File: config.mk
export PLATFORM = sky130hd
export DESIGN_NAME = serial_port_status
export DESIGN_NICKNAME = d
export VERILOG_FILES = /design/src/design/status_pkg.sv /design/src/design/sticky_flag.sv /design/src/design/serial_port_status.sv
export SDC_FILE = /design/constraint.sdc
export NUM_CORES = 1
export LEC_CHECK = 0
export BUFFER_PORTS_ARGS = -buffer_cell sky130_fd_sc_hd__buf_2
export CORE_MARGIN = 5
export CORE_UTILIZATION = 49
export CTS_BUF_LIST = sky130_fd_sc_hd__clkbuf_8
export CTS_CLUSTER_DIAMETER = 40
export DETAILED_ROUTE_END_ITERATION = 10
export GPL_ROUTABILITY_DRIVEN = 0
export HOLD_SLACK_MARGIN = 0.1
export PLACE_DENSITY = 0.88
export SLEW_MARGIN = 20
export SYNTH_ARGS = -nofsm -noshare
export SYNTH_HDL_FRONTEND = slang
export SYNTH_HIERARCHICAL = 1
export SYNTH_SLANG_ARGS = --single-unit
File: constraint.sdc
create_clock -name pclk -period 2.35 [get_ports pclk]
set_clock_uncertainty 0.2 [all_clocks]
set_input_delay 0.235 -clock pclk [delete_from_list [all_inputs] [get_ports pclk]]
set_output_delay 0.235 -clock pclk [all_outputs]
set_load 0.03 [all_outputs]
File: src/design/status_pkg.sv
/*
 package for the serial port status block: register offsets, status bit
 positions, reset values and the event carriers.
 assumes a 32-bit apb register bus with word-aligned registers.
*/
package status_pkg;
    localparam int DATA_W = 32;
    localparam int COUNT_W = 5;
    // register byte offsets
    localparam logic [7:0] STATUS_OFS = 8'h00;
    localparam logic [7:0] CONTROL_OFS = 8'h04;
    localparam logic [7:0] IRQ_STATUS_OFS = 8'h08;
    localparam logic [7:0] IRQ_MASK_OFS = 8'h0c;
    // status field positions
    localparam int RX_COUNT_LSB = 24;
    localparam int TX_COUNT_LSB = 16;
    localparam int FRAME_ERR_BIT = 12;
    localparam int ACTIVITY_BIT = 11;
    localparam int UNDERRUN_BIT = 8;
    localparam int SHIFTER_EMPTY_BIT = 7;
    localparam int OVERFLOW_BIT = 6;
    localparam int RX_EMPTY_BIT = 5;
    localparam int TX_EMPTY_BIT = 3;
    localparam int TX_FULL_BIT = 1;
    localparam int RX_FULL_BIT = 0;
    // control bit positions
    localparam int ENABLE_BIT = 0;
    localparam int ENH_BUF_BIT = 1;
    localparam int FRAMED_BIT = 2;
    localparam int FRAME_EVT_EN_BIT = 3;
    localparam int OVF_EVT_EN_BIT = 4;
    localparam int UR_EVT_EN_BIT = 5;
    // interrupt status/mask layout
    localparam int EVT_W = 3;
    localparam int EVT_FRAME = 0;
    localparam int EVT_OVERFLOW = 1;
    localparam int EVT_UNDERRUN = 2;
    // reset values
    localparam logic [DATA_W-1:0] CONTROL_RESET = 32'h0000_0000;
    localparam logic [EVT_W-1:0] MASK_RESET = 3'h0;

    // state coming from the shifting engine
    typedef struct packed {
        logic [COUNT_W-1:0] rx_count;
        logic [COUNT_W-1:0] tx_count;
        logic busy;
        logic shifter_empty;
        logic rx_ptr_equal;
        logic tx_buf_empty;
        logic tx_buf_full;
        logic rx_buf_full;
        logic frame_error_pulse;
        logic underrun_pulse;
        logic word_received_pulse;
    } engine_state_s;

    // control bits handed to the engine
    typedef struct packed {
        logic enable;
        logic enh_buf;
        logic framed;
    } engine_ctrl_s;
endpackage : status_pkg

File: src/design/sticky_flag.sv
/*
 one sticky status flag: set by hardware, cleared by software or by the
 module being disabled. set wins over clear in the same cycle.
 assumes a single clock and active-low asynchronous reset.
*/
`timescale 1ns/100ps
`default_nettype none
module sticky_flag (
    input wire logic pclk,
    input wire logic presetn,
    input wire logic set_pulse,
    input wire logic clear,
    output logic flag
);
    logic next_flag;

    // set beats clear so an event in the clearing cycle is kept
    always_comb begin
        next_flag = flag;
        if (clear) begin
            next_flag = 1'b0;
        end
        if (set_pulse) begin
            next_flag = 1'b1;
        end
    end

    always_ff @(posedge pclk or negedge presetn) begin
        if (!presetn) begin
            flag <= 1'b0;
        end else begin
            flag <= next_flag;
        end
    end
endmodule : sticky_flag
`default_nettype wire

File: src/design/serial_port_status.sv
/*
 status register block of a synchronous serial port, with control bits,
 error event flags, mask and a level interrupt, all on an apb slave.
 assumes engine inputs are synchronous to pclk and event inputs are
 one-cycle pulses.
*/
// The implementer's own choices: the APB slave port and the register offsets.
// Notes on behaviour
// RL1 - receive fifo count in bits 28-24
// RL2 - transmit fifo count in bits 20-16
// RL3 - frame error sticky, software clears, framed only
// RL4 - activity bit high while transaction runs
// RL5 - underrun sticky in bit 8, framed only
// RL6 - underrun cleared by re-enable or write zero
// RL7 - shifter empty bit 7, enhanced buffering
// RL8 - overflow when word lands unread; discard it
// RL9 - overflow cleared by re-enable or write zero
// RL10 - rx empty when read and write pointers match
// RL11 - unimplemented status bits read zero
// RL12 - tx empty resets one, others zero; here bits 7 and 5 also read one after reset, from the engine
// RL13 - overflow error event when its enable set
// RL14 - frame error event when its enable set
// RL15 - underrun error event when its enable set
`timescale 1ns/100ps
`default_nettype none
module serial_port_status
    import status_pkg::*;
(
    input wire logic pclk,
    input wire logic presetn,
    input wire logic psel,
    input wire logic penable,
    input wire logic pwrite,
    input wire logic [7:0] paddr,
    input wire logic [DATA_W-1:0] pwdata,
    output logic [DATA_W-1:0] prdata,
    output logic pready,
    output logic pslverr,
    input wire engine_state_s engine,
    input wire logic rx_word_unread,
    output engine_ctrl_s ctrl,
    output logic discard_word,
    output logic error_event,
    output logic irq
);
    logic [DATA_W-1:0] control;
    logic [DATA_W-1:0] next_control;
    logic [EVT_W-1:0] irq_mask;
    logic [EVT_W-1:0] next_irq_mask;
    logic [EVT_W-1:0] irq_status;
    logic [EVT_W-1:0] irq_set;
    logic [EVT_W-1:0] irq_clr;
    logic [DATA_W-1:0] status_word;
    logic [DATA_W-1:0] next_prdata;
    logic next_pready;
    logic next_pslverr;
    logic next_discard;
    logic next_error_event;
    logic next_irq;
    logic setup;
    logic wr;
    logic frame_flag;
    logic underrun_flag;
    logic overflow_flag;
    logic frame_set;
    logic underrun_set;
    logic overflow_set;
    logic status_zero_wr;
    logic disabling;

    // one wait state: access phase is answered on its first edge
    assign setup = psel && penable && !pready;
    assign wr = setup && pwrite;
    assign disabling = control[ENABLE_BIT] && !next_control[ENABLE_BIT];
    assign status_zero_wr = wr && (paddr == STATUS_OFS);

    // hardware set conditions for the sticky flags
    assign frame_set = engine.frame_error_pulse && control[FRAMED_BIT]; // RL3
    assign underrun_set = engine.underrun_pulse && control[FRAMED_BIT]; // RL5
    assign overflow_set = engine.word_received_pulse && rx_word_unread; // RL8

    // disabling the module or writing zero to the bit clears it
    sticky_flag frame_flag_i (
        .pclk(pclk),
        .presetn(presetn),
        .set_pulse(frame_set),
        .clear(disabling || (status_zero_wr && !pwdata[FRAME_ERR_BIT])), // RL3
        .flag(frame_flag)
    );

    sticky_flag underrun_flag_i (
        .pclk(pclk),
        .presetn(presetn),
        .set_pulse(underrun_set),
        .clear(disabling || (status_zero_wr && !pwdata[UNDERRUN_BIT])), // RL6
        .flag(underrun_flag)
    );

    sticky_flag overflow_flag_i (
        .pclk(pclk),
        .presetn(presetn),
        .set_pulse(overflow_set),
        .clear(disabling || (status_zero_wr && !pwdata[OVERFLOW_BIT])), // RL9
        .flag(overflow_flag)
    );

    // interrupt events are gated by their event enables
    always_comb begin
        irq_set = '0;
        irq_set[EVT_FRAME] = frame_set && control[FRAME_EVT_EN_BIT]; // RL14
        irq_set[EVT_OVERFLOW] = overflow_set && control[OVF_EVT_EN_BIT]; // RL13
        irq_set[EVT_UNDERRUN] = underrun_set && control[UR_EVT_EN_BIT]; // RL15
        irq_clr = '0;
        if (wr && (paddr == IRQ_STATUS_OFS)) begin
            irq_clr = pwdata[EVT_W-1:0];
        end
    end

    // one sticky flag per event, write one to clear
    for (genvar i = 0; i < EVT_W; i++) begin : g_irq
        sticky_flag irq_flag_i (
            .pclk(pclk),
            .presetn(presetn),
            .set_pulse(irq_set[i]),
            .clear(irq_clr[i]),
            .flag(irq_status[i])
        );
    end

    // status word assembly; unlisted bits stay zero
    always_comb begin
        status_word = '0; // RL11
        status_word[RX_COUNT_LSB +: COUNT_W] = engine.rx_count; // RL1
        status_word[TX_COUNT_LSB +: COUNT_W] = engine.tx_count; // RL2
        status_word[FRAME_ERR_BIT] = frame_flag;
        status_word[ACTIVITY_BIT] = engine.busy; // RL4
        status_word[UNDERRUN_BIT] = underrun_flag;
        status_word[SHIFTER_EMPTY_BIT] = engine.shifter_empty; // RL7
        status_word[OVERFLOW_BIT] = overflow_flag;
        status_word[RX_EMPTY_BIT] = engine.rx_ptr_equal; // RL10
        status_word[TX_EMPTY_BIT] = engine.tx_buf_empty; // RL12
        status_word[TX_FULL_BIT] = engine.tx_buf_full;
        status_word[RX_FULL_BIT] = engine.rx_buf_full;
    end

    // register writes and read mux
    always_comb begin
        next_control = control;
        next_irq_mask = irq_mask;
        next_prdata = '0;
        next_pready = setup;
        next_pslverr = 1'b0;
        if (setup) begin
            case (paddr)
                STATUS_OFS: begin
                    next_prdata = status_word;
                end
                CONTROL_OFS: begin
                    next_prdata = control;
                    if (pwrite) begin
                        next_control = {26'h0, pwdata[5:0]};
                    end
                end
                IRQ_STATUS_OFS: begin
                    next_prdata = {29'h0, irq_status};
                end
                IRQ_MASK_OFS: begin
                    next_prdata = {29'h0, irq_mask};
                    if (pwrite) begin
                        next_irq_mask = pwdata[EVT_W-1:0];
                    end
                end
                default: begin
                    next_pslverr = 1'b1; // unmapped address
                end
            endcase
            if (pwrite) begin
                next_prdata = '0;
            end
        end
    end

    // outputs to the engine and the interrupt line
    always_comb begin
        next_discard = overflow_set; // RL8
        next_error_event = |irq_set;
        next_irq = |(irq_status & irq_mask);
    end

    always_ff @(posedge pclk or negedge presetn) begin
        if (!presetn) begin
            control <= CONTROL_RESET;
            irq_mask <= MASK_RESET;
            prdata <= '0;
            pready <= 1'b0;
            pslverr <= 1'b0;
            discard_word <= 1'b0;
            error_event <= 1'b0;
            irq <= 1'b0;
            ctrl <= '0;
        end else begin
            control <= next_control;
            irq_mask <= next_irq_mask;
            prdata <= next_prdata;
            pready <= next_pready;
            pslverr <= next_pslverr;
            discard_word <= next_discard;
            error_event <= next_error_event;
            irq <= next_irq;
            ctrl.enable <= next_control[ENABLE_BIT];
            ctrl.enh_buf <= next_control[ENH_BUF_BIT];
            ctrl.framed <= next_control[FRAMED_BIT];
        end
    end
endmodule : serial_port_status
`default_nettype wire

# --- Word level (Yosys, flattened, before mapping) ---
# Index checks and enable logic that the tools add are counted.
totals:
  mem_count: 0
  romBits: 0
  mem_bits_rw: 0
  latchBits: 0
  wordCells: 78
  ff_bits: 55
op_classes:
  shifts: 0
  div: 0
  n_lt_le_gt_ge: 0
  muxes: 21
  n_bitwise: 1
  add_sub_neg: 0
  n_eq_ne: 3
  n_mul: 0
  n_reduce_logical: 35
op_table:
  columns: ["op", "n"]
  rows:
  - ["$pmux 29 s4", 1]
  - ["$mux 32", 2]
  - ["$eq 8x4->1 const B", 2]
  - ["$logic_and 1x1->1", 15]
  - ["$mux 1", 14]
  - ["$mux 3", 4]
  - ["$reduce_bool 2->1", 6]
  - ["$eq 8x3->1 const B", 1]
  - ["$logic_not 8->1", 1]
  - ["$reduce_and 3->1", 2]
  - ["$reduce_or 3->1", 2]
  - ["$logic_not 1->1", 5]
  - ["$reduce_or 4->1", 1]
  - ["$and 3x3->3", 1]
  - ["$logic_or 1x1->1", 3]

# --- Depth between registers and ports, before layout ---
# Gate-level depths: netlist of run 1.
depth:
  ltp_word: 8
  ltp_mapped: 6

# --- Modules after synthesis ---
# The synthesis of run 1 kept the hierarchy.
by_module_without_submodules:
  columns: ["module", "n_inst", "cells_per_inst", "area_each_um2", "seq_area_each_um2"]
  rows:
  - ["serial_port_status", 1, 127, 1614.0, 875.8]
  - ["sticky_flag", 6, 3, 36.3, 25.0]

# --- Worst setup path after synthesis of run 1 ---
# OpenSTA, ideal clock, no wires.
synth_timing:
  kind: "reg-to-reg"
  start: "reg pready"
  end: "reg control[0]"
  path_slack_ns: 0.545
  arrival_ns: 1.480
  setup_time_ns: 0.125
  stages_incl_launch_ff: 6
  t_required_ns: 2.025
  n_path_buf: 2
  cell_sequence: "dfrtp_1 > and3b_1 > clkbuf_2 > and4_2 > buf_6 > mux2_2"
synth_between:
  elab_chain_len: 3
synth_rtl:
  columns: ["element", "line_no", "rtl"]
  rows:
  - ["start: declaration", "serial_port_status.sv:37", "output logic pready,"]
  - ["start signal: assignment", "serial_port_status.sv:205", "pready <= next_pready;"]
  - ["$logic_not 1->1", "serial_port_status.sv:72", "assign setup = psel && penable && !pready;"]
  - ["$logic_and 1x1->1", "serial_port_status.sv:72", null]
  - ["via next_pready", "serial_port_status.sv:55", "logic next_pready;"]
  - ["$mux 3", "serial_port_status.sv:153", "if (setup) begin"]
  - ["via next_control[0]", "serial_port_status.sv:47", "logic [DATA_W-1:0] next_control;"]
  - ["end signal: assignment", "serial_port_status.sv:202", "control <= next_control;"]
  - ["end: declaration", "serial_port_status.sv:46", "logic [DATA_W-1:0] control;"]
# The timed path passes the listed nets, and every way through them passes these cells.
# A chain may end at the register's enable or synchronous reset.

# --- Final worst setup path of run 1 ---
layout_timing:
  start: "in paddr[6]"
  end: "reg prdata[3]"
layout_between:
  elab_chain_len: 4
  elab_cells_between_ends: 7
layout_rtl:
  columns: ["element", "line_no", "rtl"]
  rows:
  - ["start: declaration", "serial_port_status.sv:34", "input wire logic [7:0] paddr,"]
  - ["$eq 8x4->1 (tied with other cells)", "serial_port_status.sv:154", "case (paddr)"]
  - ["$pmux 29 s4 (*)", "serial_port_status.sv:154", null]
  - ["$mux 32 (*)", "serial_port_status.sv:177", "if (pwrite) begin"]
  - ["$mux 32 (*)", "serial_port_status.sv:153", null]
  - ["via next_prdata[3]", "serial_port_status.sv:54", "logic [DATA_W-1:0] next_prdata;"]
  - ["end signal: assignment", "serial_port_status.sv:204", "prdata <= next_prdata;"]
  - ["end: declaration", "serial_port_status.sv:36", "output logic [DATA_W-1:0] prdata,"]
# Mark *: on every way through the listed nets, which the timed path passes. The rest lies on a longest branch.

==> summary.md, run 1 <==
| Metric | Value |
|---|---|
| Period utilization | 86.87% |
| Slew HR | 39.43% |
| IO Port Bufs | 70 |
| Worst-Margin Slew | 908.6 ps |
| First-pass GRT wire length | 7424 um |
| Drt via density | 5.038 |
| Min Clock Period, post-route | 2041 ps |
| Mapped Cells | 145 |
| CP startpoint kind | input port |
| Core area | 3633 sq um |
| Largest net degree at the start of global routing | 42 |
| Synth unique cells | 32 |
| Clk root buf | clkbuf_8 |
| Drt first pass iters | 4 |
| Ant. Diodes | 0 |
| Row cnt | 22 |
| Register area share after synthesis | 56.01% |
| Setup crit end kind | register |
| # fillers | 263 |
| CTS tree | yes |
| Req. time, crit path | 2380 ps |
| Sink Count | 41 |
| Max VDD drop | 0.3249 mV |
| Final setup viols | 0 |
| Initial Util | 50.41% |
| Total Wirelength | 4534 um |
| Clk slew on worst S/H paths | 80 ps |
| Path category of the worst min-delay check | in2reg |
| Die Footprint | 5061 sq um |
| Net Switching | 0.3350 mW |
| Clock power share | 39.7% |
| Die height | 71.14 um |
| Antenna-violating nets left | 0 |
| Comb power frac | 11.0% |
| Internal power | 1.133 mW |
| WL/cell | 15.63 um |
| Worst-skew pair later-pin latency | 290 ps |
| Fin. max-slew vios | 0 |
| Global route overflow | 0 |
| FF+latch count, synth | 41 |
| Reported leakage power | 1.479 nW |
| Status | finished clean |
| Tot Pwr | 1.468 mW |
| Layout cell share with drive strength beyond 1 | 42.56% |
| Final hold violations | 0 |
| RSZ-0062 raised after global routing | no |
| Avg Cell Area, Syn | 12.63 sq um |
| Nets | 306 |
| Switching share of power | 22.81% |
| Die Width | 71.14 um |
| Max Cap Viol | 0 |
| CTS Buffer Depth | 2 |
| Worst Path Max Fanout | 7 |
| Synth-to-layout area growth | 38.39% |
| H-Tree Depth | 2 |
| Vias | 1461 |
| Hpwl dp | 2853 um |
| TritonCTS buffer count | 5 |
| # IOs | 105 |
| GRT Total Usage | 18.79% |
| Fmax | 0.4899 GHz |
| Crit path DAT | 2070 ps |
| Fin Setup TNS | 0 ps |
| P per Cell Area | 579.3 nW/um^2 |
| Number of global-route vias before repair | 1514 |
| Antenna violations before repair | 0 |
| Share of total power in sequential cells | 49.2% |
| Post-synth top area cell | dfrtp_1 |
| Ranking of synthesized cells by area | dfrtp_1 (56%), mux2_2 (6.1%), buf_4 (5.7%) |
| Initial drt markers | 84 |
| Netlist Area Pre-Place | 1832 sq um |
| Synth warn | 6 |
| # resized after CTS | 0 |
| Drt drc | 0 |
| Yosys top cell area share | 56.01% |
| Crit path kind | in2reg |
==> registers in the layout, summed over array words and instances (netlist names) <==
signal and flops:
irq 1, discard_word 1, pslverr 1, overflow_flag_i/flag 1, frame_flag_i/flag 1, underrun_flag_i/flag 1
error_event 1, pready 1, control 6, irq_mask 3, prdata 21, g_irq.irq_flag_i/flag 3
==> power by group through the flow <==
stage,clock [mW],sequential (mW),combinational (mW)
after global routing,0.618,0.724,0.176
after CTS,0.594,0.723,0.160
after global placement,0,0.736,0.121
after floorplan,0,0.741,0.0731
final,0.583,0.723,0.162
after detailed placement,0,0.736,0.124
==> repair_timing <==
| item | in CTS | in global routing |
|---|---|---|
| buffers inserted | 0 | 0 |
| hold buffers | 30 | 0 |
| hold endpoints to repair | 68 | 0 |
==> stage by stage <==
stage               std cells  utilization, %  setup slack (ps)  hold WS, ps  instance area, sq um
floorplan                 155               -             545.1       -260.6                  1869
global placement          252           58.30             536.9        190.2                  2118
detailed placement        252           58.30             504.6        208.4                  2118
CTS                       290           69.77             393.8        111.8                  2535
global route              290           69.77             196.6        112.9                  2535
finish                    290           69.77             308.7        125.2                  2535
==> metal layers <==
| layer | global-route usage, % | part of all wire (%) |
|---|---|---|
| met1 | 21.70 | 39 |
| met2 | 33.88 | 53 |
| met3 | 4.403 | 6.6 |
| met4 | 6.263 | 1.5 |
| met5 | 0 | 0 |
==> cell families (layout without fill, tap and decap cells) <==
logic type,after synthesis,in the layout,share of synthesized area (%)
AO/OA/AOI/OAI,12,12,5.055
flip-flops,41,41,56.01
multiplexers,14,14,9.699
buffers and inverters,28,115,10.25
AND/OR/NAND/NOR,49,49,18.78
other,1,11,0.2047
==> final timing paths <==
kind | slack [ps] | from | end | cells after the start
hold reg to reg | 280 | overflow_flag_i/flag | overflow_flag_i/flag | 1
setup / recovery | 310 | paddr[6] | prdata[3] | 6
hold / removal | 130 | pwdata[6] | overflow_flag_i/flag | 5
setup reg to reg | 530 | pready | prdata[3] | 4
min in group asynchronous | 410 | presetn | prdata[26] | 2
max in group asynchronous | 980 | presetn | prdata[17] | 2
==> layout make-up <==
| class | count | area, sq um | area share (%) |
|---|---|---|---|
| Inverter | 7 | 26.28 | 1.037 |
| Timing Repair Buffer | 100 | 650.6 | 25.67 |
| Sequential cell | 41 | 1026 | 40.47 |
| Tap cell | 48 | 60.06 | 2.369 |
| Multi-Input combinational cell | 86 | 655.6 | 25.86 |
| Clock buffer | 6 | 82.58 | 3.258 |
| Clock inverter | 2 | 33.78 | 1.333 |
==> cells in the final DEF, fill, tap and decap left out <==
cell type,Yosys,final
buf_2,2,70
dfrtp_1,41,41
dlygate4sd3_1,0,30
and3_1,14,14
conb_1,1,11
mux2_2,10,10
and3_2,8,8
inv_1,7,8
clkbuf_8,0,6
a21o_1,6,6
nor2_1,5,5
and2_1,4,4
and4_2,3,3
o21a_1,3,3
nor3_1,3,3
and3b_1,2,2
and4b_1,2,2
nand4_1,2,2
mux2i_1,2,2
mux4_2,2,2
nor4_4,1,1
nor2b_1,1,1
a22oi_1,1,1
and2b_2,1,1
and2_2,1,1
nand3b_1,1,1
or3_1,1,1
a222oi_1,1,1
a21boi_0,1,1
bufinv_16,0,1
==> cell usage after synthesis (all sizes together) <==
master / number
and3: 22
nor2: 5
mux2i: 2
a222oi: 1
dfrtp: 41
or3: 1
nor2b: 1
and2b: 1
buf: 19
nor4: 1
clkbuf: 2
conb: 1
nor3: 3
inv: 7
nand4: 2
nand3b: 1
o21a: 3
a22oi: 1
a21boi: 1
and4: 3
mux4: 2
and2: 5
and3b: 2
a21o: 6
mux2: 10
and4b: 2
==> critical path, cell delays in order <==
cell	delay, ps
dlygate4sd3_1	550
buf_2	140
nor4_4	270
nand4_1	180
nor2_1	140
dlygate4sd3_1	550
No activity file was read; power rests on OpenSTA's default activity.
==> inputs of run 2 (changes only) <==
--- a/config.mk
+++ b/config.mk
@@ -5,6 +5,7 @@
 export SDC_FILE = /design/constraint.sdc
 export NUM_CORES = 1
 export LEC_CHECK = 0
+export ABC_AREA = 1
 export BUFFER_PORTS_ARGS = -buffer_cell sky130_fd_sc_hd__buf_2
 export CORE_MARGIN = 5
 export CORE_UTILIZATION = 49
@@ -13,7 +14,7 @@
 export DETAILED_ROUTE_END_ITERATION = 10
 export GPL_ROUTABILITY_DRIVEN = 0
 export HOLD_SLACK_MARGIN = 0.1
-export PLACE_DENSITY = 0.88
+export PLACE_DENSITY = 0.87
 export SLEW_MARGIN = 20
 export SYNTH_ARGS = -nofsm -noshare
 export SYNTH_HDL_FRONTEND = slang
==> run 2 against run 1 <==
Clock power down 29%. Critical path depth is 5 higher. Non-clock buffer count is 2 higher. Setup slack worse by 170 ps. Via count grew 18%. First-iteration DRC count increased by 19%. Die area increased by 4.1%. Core utilization up 1.1 points. Count of clock-buffer cells in the layout down 1. Synthesized area up 4.8%. Cell area up 3.8%. Critical path type unchanged. Largest cell class unchanged.
==> summary.md, run 2 <==
| Metric | Value |
|---|---|
| Status | finished clean |
| # fillers | 293 |
| Largest net degree at the start of global routing | 42 |
| Yosys top cell area share | 53.46% |
| Async S/R FF share, synth | 100.0% |
| Core area | 3716 sq um |
| Drt drc | 0 |
| Drt via density | 4.468 |
| Slew HR | 42.34% |
| Mapped Cells | 235 |
| Total Wirelength | 4496 um |
| Hpwl dp | 3169 um |
| Synth top cells by count | nand2_1 (64), nor2_1 (42), dfrtp_1 (41) |
| Worst Path Max Fanout | 4 |
| Min Clock Period, post-route | 2211 ps |
| Most frequent cells in the layout | buf_2 (69), nand2_1 (63), nor2_1 (42) |
| IO Port Bufs | 70 |
| Setup crit end kind | register |
| Path category of the worst min-delay check | in2reg |
| Die height | 72.59 um |
| Met3 global-route usage | 4.683% |
| CTS Buffer Depth | 2 |
| Register with the most flip-flops | prdata |
| Period utilization | 94.10% |
| Vias | 1720 |
| Antenna-violating nets left | 0 |
| Dpl cells | 346 |
| GRT Total Usage | 17.91% |
| RSZ-0062 raised after global routing | no |
| Row cnt | 22 |
| TritonCTS buffer count | 5 |
| Final setup viols | 0 |
| Clk slew on worst S/H paths | 70 ps |
| Initial Util | 51.65% |
| Die Footprint | 5269 sq um |
| Post-route cell area | 2633 sq um |
| Top-count cell post-synth | nand2_1 |
| Netlist Area Pre-Place | 1919 sq um |
| Avg Cell Area, Syn | 8.167 sq um |
| P per Cell Area | 503.9 nW/um^2 |
| Storage element area | 1026 sq um |
| # IOs | 105 |
| Layout cell share with drive strength beyond 1 | 26.71% |
| Synth unique cells | 22 |
| Largest register FFs | 21 |
| Initial drt markers | 100 |
| Sink Count | 41 |
| CP startpoint kind | input port |
| Antenna violations before repair | 0 |
| Final hold violations | 0 |
| Global route overflow | 0 |
| Post-synth top area cell | dfrtp_1 |
| Max Cap Viol | 0 |
| Crit path kind | in2reg |
| Worst-skew pair later-pin latency | 290 ps |
| Ant. Diodes | 0 |
| WL/cell | 11.68 um |
| Register area share after synthesis | 53.46% |
| Fmax | 0.4522 GHz |
| Largest regs | prdata x21, control x6 |
| Finished Layout Cells | 385 |
| Commonest non-fill, non-tap cell in the layout | buf_2 |
| CTS tree | yes |
| Dpl ws | 789.0 ps |
| Clk root buf | clkbuf_8 |
| Final worst slack | 138.6 ps |
| First-pass GRT wire length | 7258 um |
| Nets | 401 |
| Met1 GRT Util | 21.19% |
| Die Width | 72.59 um |
| Fin. max-slew vios | 0 |
| Ys flop type | dfrtp_1 |
| Post-placement cell area | 2237 sq um |
| Worst-Margin Slew | 864.9 ps |
| EDFF count, synth | 0 |
| FF+latch count, synth | 41 |
| Reported leakage power | 1.460 nW |
| Drt first pass iters | 4 |
| Number of global-route vias before repair | 1673 |
| Crit path DAT | 2190 ps |
| Ranking of synthesized cells by area | dfrtp_1 (53%), nand2_1 (13%), nor2_1 (8.2%) |
| Met2 Use GR | 31.36% |
| Synth warn | 6 |
| H-Tree Depth | 2 |
| Req. time, crit path | 2320 ps |
| Gr busiest metal | met2 |
| Fin Setup TNS | 0 ps |
| Synth-to-layout area growth | 37.16% |
| Hold WS | 113.8 ps |
| Max VDD drop | 0.3932 mV |
| Multi-input logic area | 671.9 sq um |
## run 2: changes by cell type after synthesis, moves of 5 or more
cell and change:
a21o_1 -6, o21ai_1 +7, inv_1 +24, and3_2 -8
and3_1 -14, nor2_4 +5, nor2_1 +37, nand2_1 +64
nand3_1 +8, mux2_2 -10
## run 2: what timing repair did
action / CTS / global route
resized for setup: 0 / 2
endpoints found under the hold margin: 71 / 0
setup endpoints to repair: 0 / 1
buffers inserted: 0 / 1
hold buffers: 31 / 0
## run 2: final timing paths
check                                      from                        to  slack [ps]  cells past startpoint
max                                     penable      underrun_flag_i/flag         140                     11
min                                   engine[0]  g_irq[1].irq_flag_i/flag         110                      5
max reg2reg                              pready      underrun_flag_i/flag         300                      9
min reg2reg                overflow_flag_i/flag      overflow_flag_i/flag         280                      2
max in group asynchronous               presetn                 prdata[3]        1010                      2
min in group asynchronous               presetn                prdata[12]         400                      2
## run 2: area by class of cell
class	count	area share (%)
clock inverters	3	0.4278
multi-input cells	153	25.52
inverters	33	4.705
clock buffers	5	2.614
well taps	48	2.281
flip-flops and latches	41	38.97
repair buffers	102	25.48
## run 2: per-layer routing
layer / routed length [um] / share of wire (%)
met3: 389 / 8.7
met1: 1795 / 40
met2: 2223 / 49
met5: 0 / 0
met4: 87 / 1.9
## run 2: stage by stage
step	util, %	total power, mW
5_1_grt	70.84	1.395
3_3_place_gp	60.20	0.8753
4_1_cts	70.71	1.332
2_1_floorplan	-	0.8289
3_5_place_dp	60.20	0.8787
6_report	70.84	1.326
## run 2: logic make-up after synthesis
family	Yosys count	share of synthesized area, %
and+or+nand+nor	128	28.88
buffers and inverters	51	13.62
DFF	41	53.45
AOI/OAI and AO/OA	14	3.846
other	1	0.1954
## run 2: critical path: stages
cell and delay [ps]:
dlygate4sd3_1 540, nand2_2 60, nor2_4 130, inv_2 60
nor2_4 160, nand4_1 180, o21ai_0 130, inv_1 50
nand2_1 60, nand2_1 40, dlygate4sd3_1 540
## run 2: report_power, final
part           leakage (nW)  total, mW  internal (mW)  switching [mW]
logic                 0.867      0.179         0.0801          0.0993
clock network        0.0519      0.415          0.198           0.217
registers             0.541      0.732          0.722          0.0106
==> inputs of run 3 (changes only) <==
--- a/config.mk
+++ b/config.mk
@@ -15,6 +15,7 @@
 export GPL_ROUTABILITY_DRIVEN = 0
 export HOLD_SLACK_MARGIN = 0.1
 export PLACE_DENSITY = 0.87
+export SETUP_SLACK_MARGIN = 0.5
 export SLEW_MARGIN = 20
 export SYNTH_ARGS = -nofsm -noshare
 export SYNTH_HDL_FRONTEND = slang
==> run 3 against run 2 <==
Core utilization down 0.13 points. Critical path depth down 3. Flip-flop and latch count unchanged. Wire length up 0.18%. Sequential power about the same. Setup slack better by 440 ps. First-iteration DRC count down 14%. Combinational power down 3%. Count of clock-buffer cells in the layout unchanged. Largest cell class unchanged.
==> summary.md, run 3 (synthesis gave the netlist of run 2 again) <==
| Metric | Value |
|---|---|
| Worst r2r path cells | 5 |
| Max VDD drop | 0.3919 mV |
| RSZ-0062 raised after global routing | no |
| Most frequent cells in the layout | buf_2 (70), nand2_1 (64), nor2_1 (42) |
| Fin Setup TNS | 0 ps |
| Clk slew on worst S/H paths | 70 ps |
| Die height | 72.59 um |
| Crit path kind | in2reg |
| GRT Total Usage | 18.00% |
| Period utilization | 75.39% |
| Commonest non-fill, non-tap cell in the layout | buf_2 |
| Die Width | 72.59 um |
| R2r endpoint | prdata[0] |
| Initial Util | 51.65% |
| Ant. Diodes | 0 |
| Hpwl dp | 3169 um |
| Core area | 3716 sq um |
| Antenna violations before repair | 0 |
| Global route overflow | 0 |
| Path category of the worst min-delay check | in2reg |
| CTS Buffer Depth | 2 |
| Final setup viols | 0 |
| Die Footprint | 5269 sq um |
| Largest regs | prdata x21, control x6 |
| P per Cell Area | 502.1 nW/um^2 |
| Crit path to | prdata[0] |
| IO Port Bufs | 70 |
| Register with the most flip-flops | prdata |
| Min Clock Period, post-route | 1772 ps |
| Sink Count | 41 |
| Number of global-route vias before repair | 1676 |
| Worst-skew pair later-pin latency | 290 ps |
| Antenna-violating nets left | 0 |
| Setup crit end kind | register |
| # resized after CTS | 0 |
| Slew HR | 42.36% |
| Hold WS | 115.0 ps |
| CP startpoint kind | input port |
| TritonCTS buffer count | 5 |
| # fillers | 300 |
| Dpl cells | 346 |
| Dpl ws | 789.0 ps |
| Largest register FFs | 21 |
| Reg2Reg Setup Slack | 800 ps |
| Worst Path Max Fanout | 17 |
| Vias | 1717 |
| Layout cell share with drive strength beyond 1 | 26.41% |
| WL/cell | 11.70 um |
| CP startpoint | penable |
| Crit path DAT | 1750 ps |
| Req. time, crit path | 2320 ps |
| Total Wirelength | 4504 um |
| Drt drc | 0 |
| Largest net degree at the start of global routing | 42 |
| Initial drt markers | 86 |
| CTS tree | yes |
| # IOs | 105 |
| Reg2reg start | pready |
| Finished Layout Cells | 385 |
| Fin. max-slew vios | 0 |
| Max Cap Viol | 0 |
| Final hold violations | 0 |
| Row cnt | 22 |
| Nets | 401 |
| Final worst slack | 578.3 ps |
| Drt first pass iters | 5 |
| First-pass GRT wire length | 7293 um |
| Clk root buf | clkbuf_8 |
| Synth-to-layout area growth | 36.90% |
| Worst-Margin Slew | 864.6 ps |
| Tot Pwr | 1.319 mW |
| Drt via density | 4.460 |
| Fmax | 0.5644 GHz |
| Status | finished clean |
| Reported leakage power | 1.455 nW |
| H-Tree Depth | 2 |
-- run 3: how the worst min path moves through the flow --
stage / end / cells past startpoint / start / slack [ps]
final: g_irq[1].irq_flag_i/flag / 5 / engine[0] / 110
after global routing: pslverr / 5 / psel / 130
after CTS: prdata[0] / 5 / engine[3] / 110
after detailed placement: prdata[19] / 1 / presetn / 200
after global placement: prdata[16] / 1 / presetn / 190
after floorplan: control[0] / 0 / presetn / -260
-- run 3: timing repair --
item                      CTS  global route
hold buffers               31             0
hold endpoints to repair   71             0
setup buffers               0             0
-- run 3: area by class of cell --
cell class / count / area [sq um] / area share, %
sequential: 41 / 1026 / 39.05
clock buffer: 5 / 68.82 / 2.619
timing repair buffer: 102 / 668.1 / 25.43
tap: 48 / 60.06 / 2.286
inverter: 33 / 123.9 / 4.714
multi-input combinational: 153 / 669.4 / 25.48
clock inverter: 3 / 11.26 / 0.4286
-- run 3: power by group --
group          switching (mW)  internal [mW]
combinational          0.0982         0.0750
sequential             0.0106          0.722
clock                   0.216          0.198
total                   0.325          0.994
-- run 3: worst max-delay path, stage by stage --
cell,delay (ps)
dlygate4sd3_1,530
buf_2,120
nand2_1,90
nor2_4,50
nand2_1,420
inv_1,110
nand2_2,130
nor2_1,60
-- run 3: routing by layer --
metal	track usage, %	vias up	part of all wire, %
met3	4.683	8	8.6
li1	-	875	-
met5	0	-	0
met2	31.66	66	50
met1	21.28	768	40
met4	5.943	0	1.4
-- run 3: per-stage QoR --
step | cell area [sq um] | utilization (%)
6_report | 2628 | 70.71
5_1_grt | 2628 | 70.71
4_1_cts | 2628 | 70.71
3_5_place_dp | 2237 | 60.20
3_3_place_gp | 2237 | 60.20
2_1_floorplan | 1957 | -
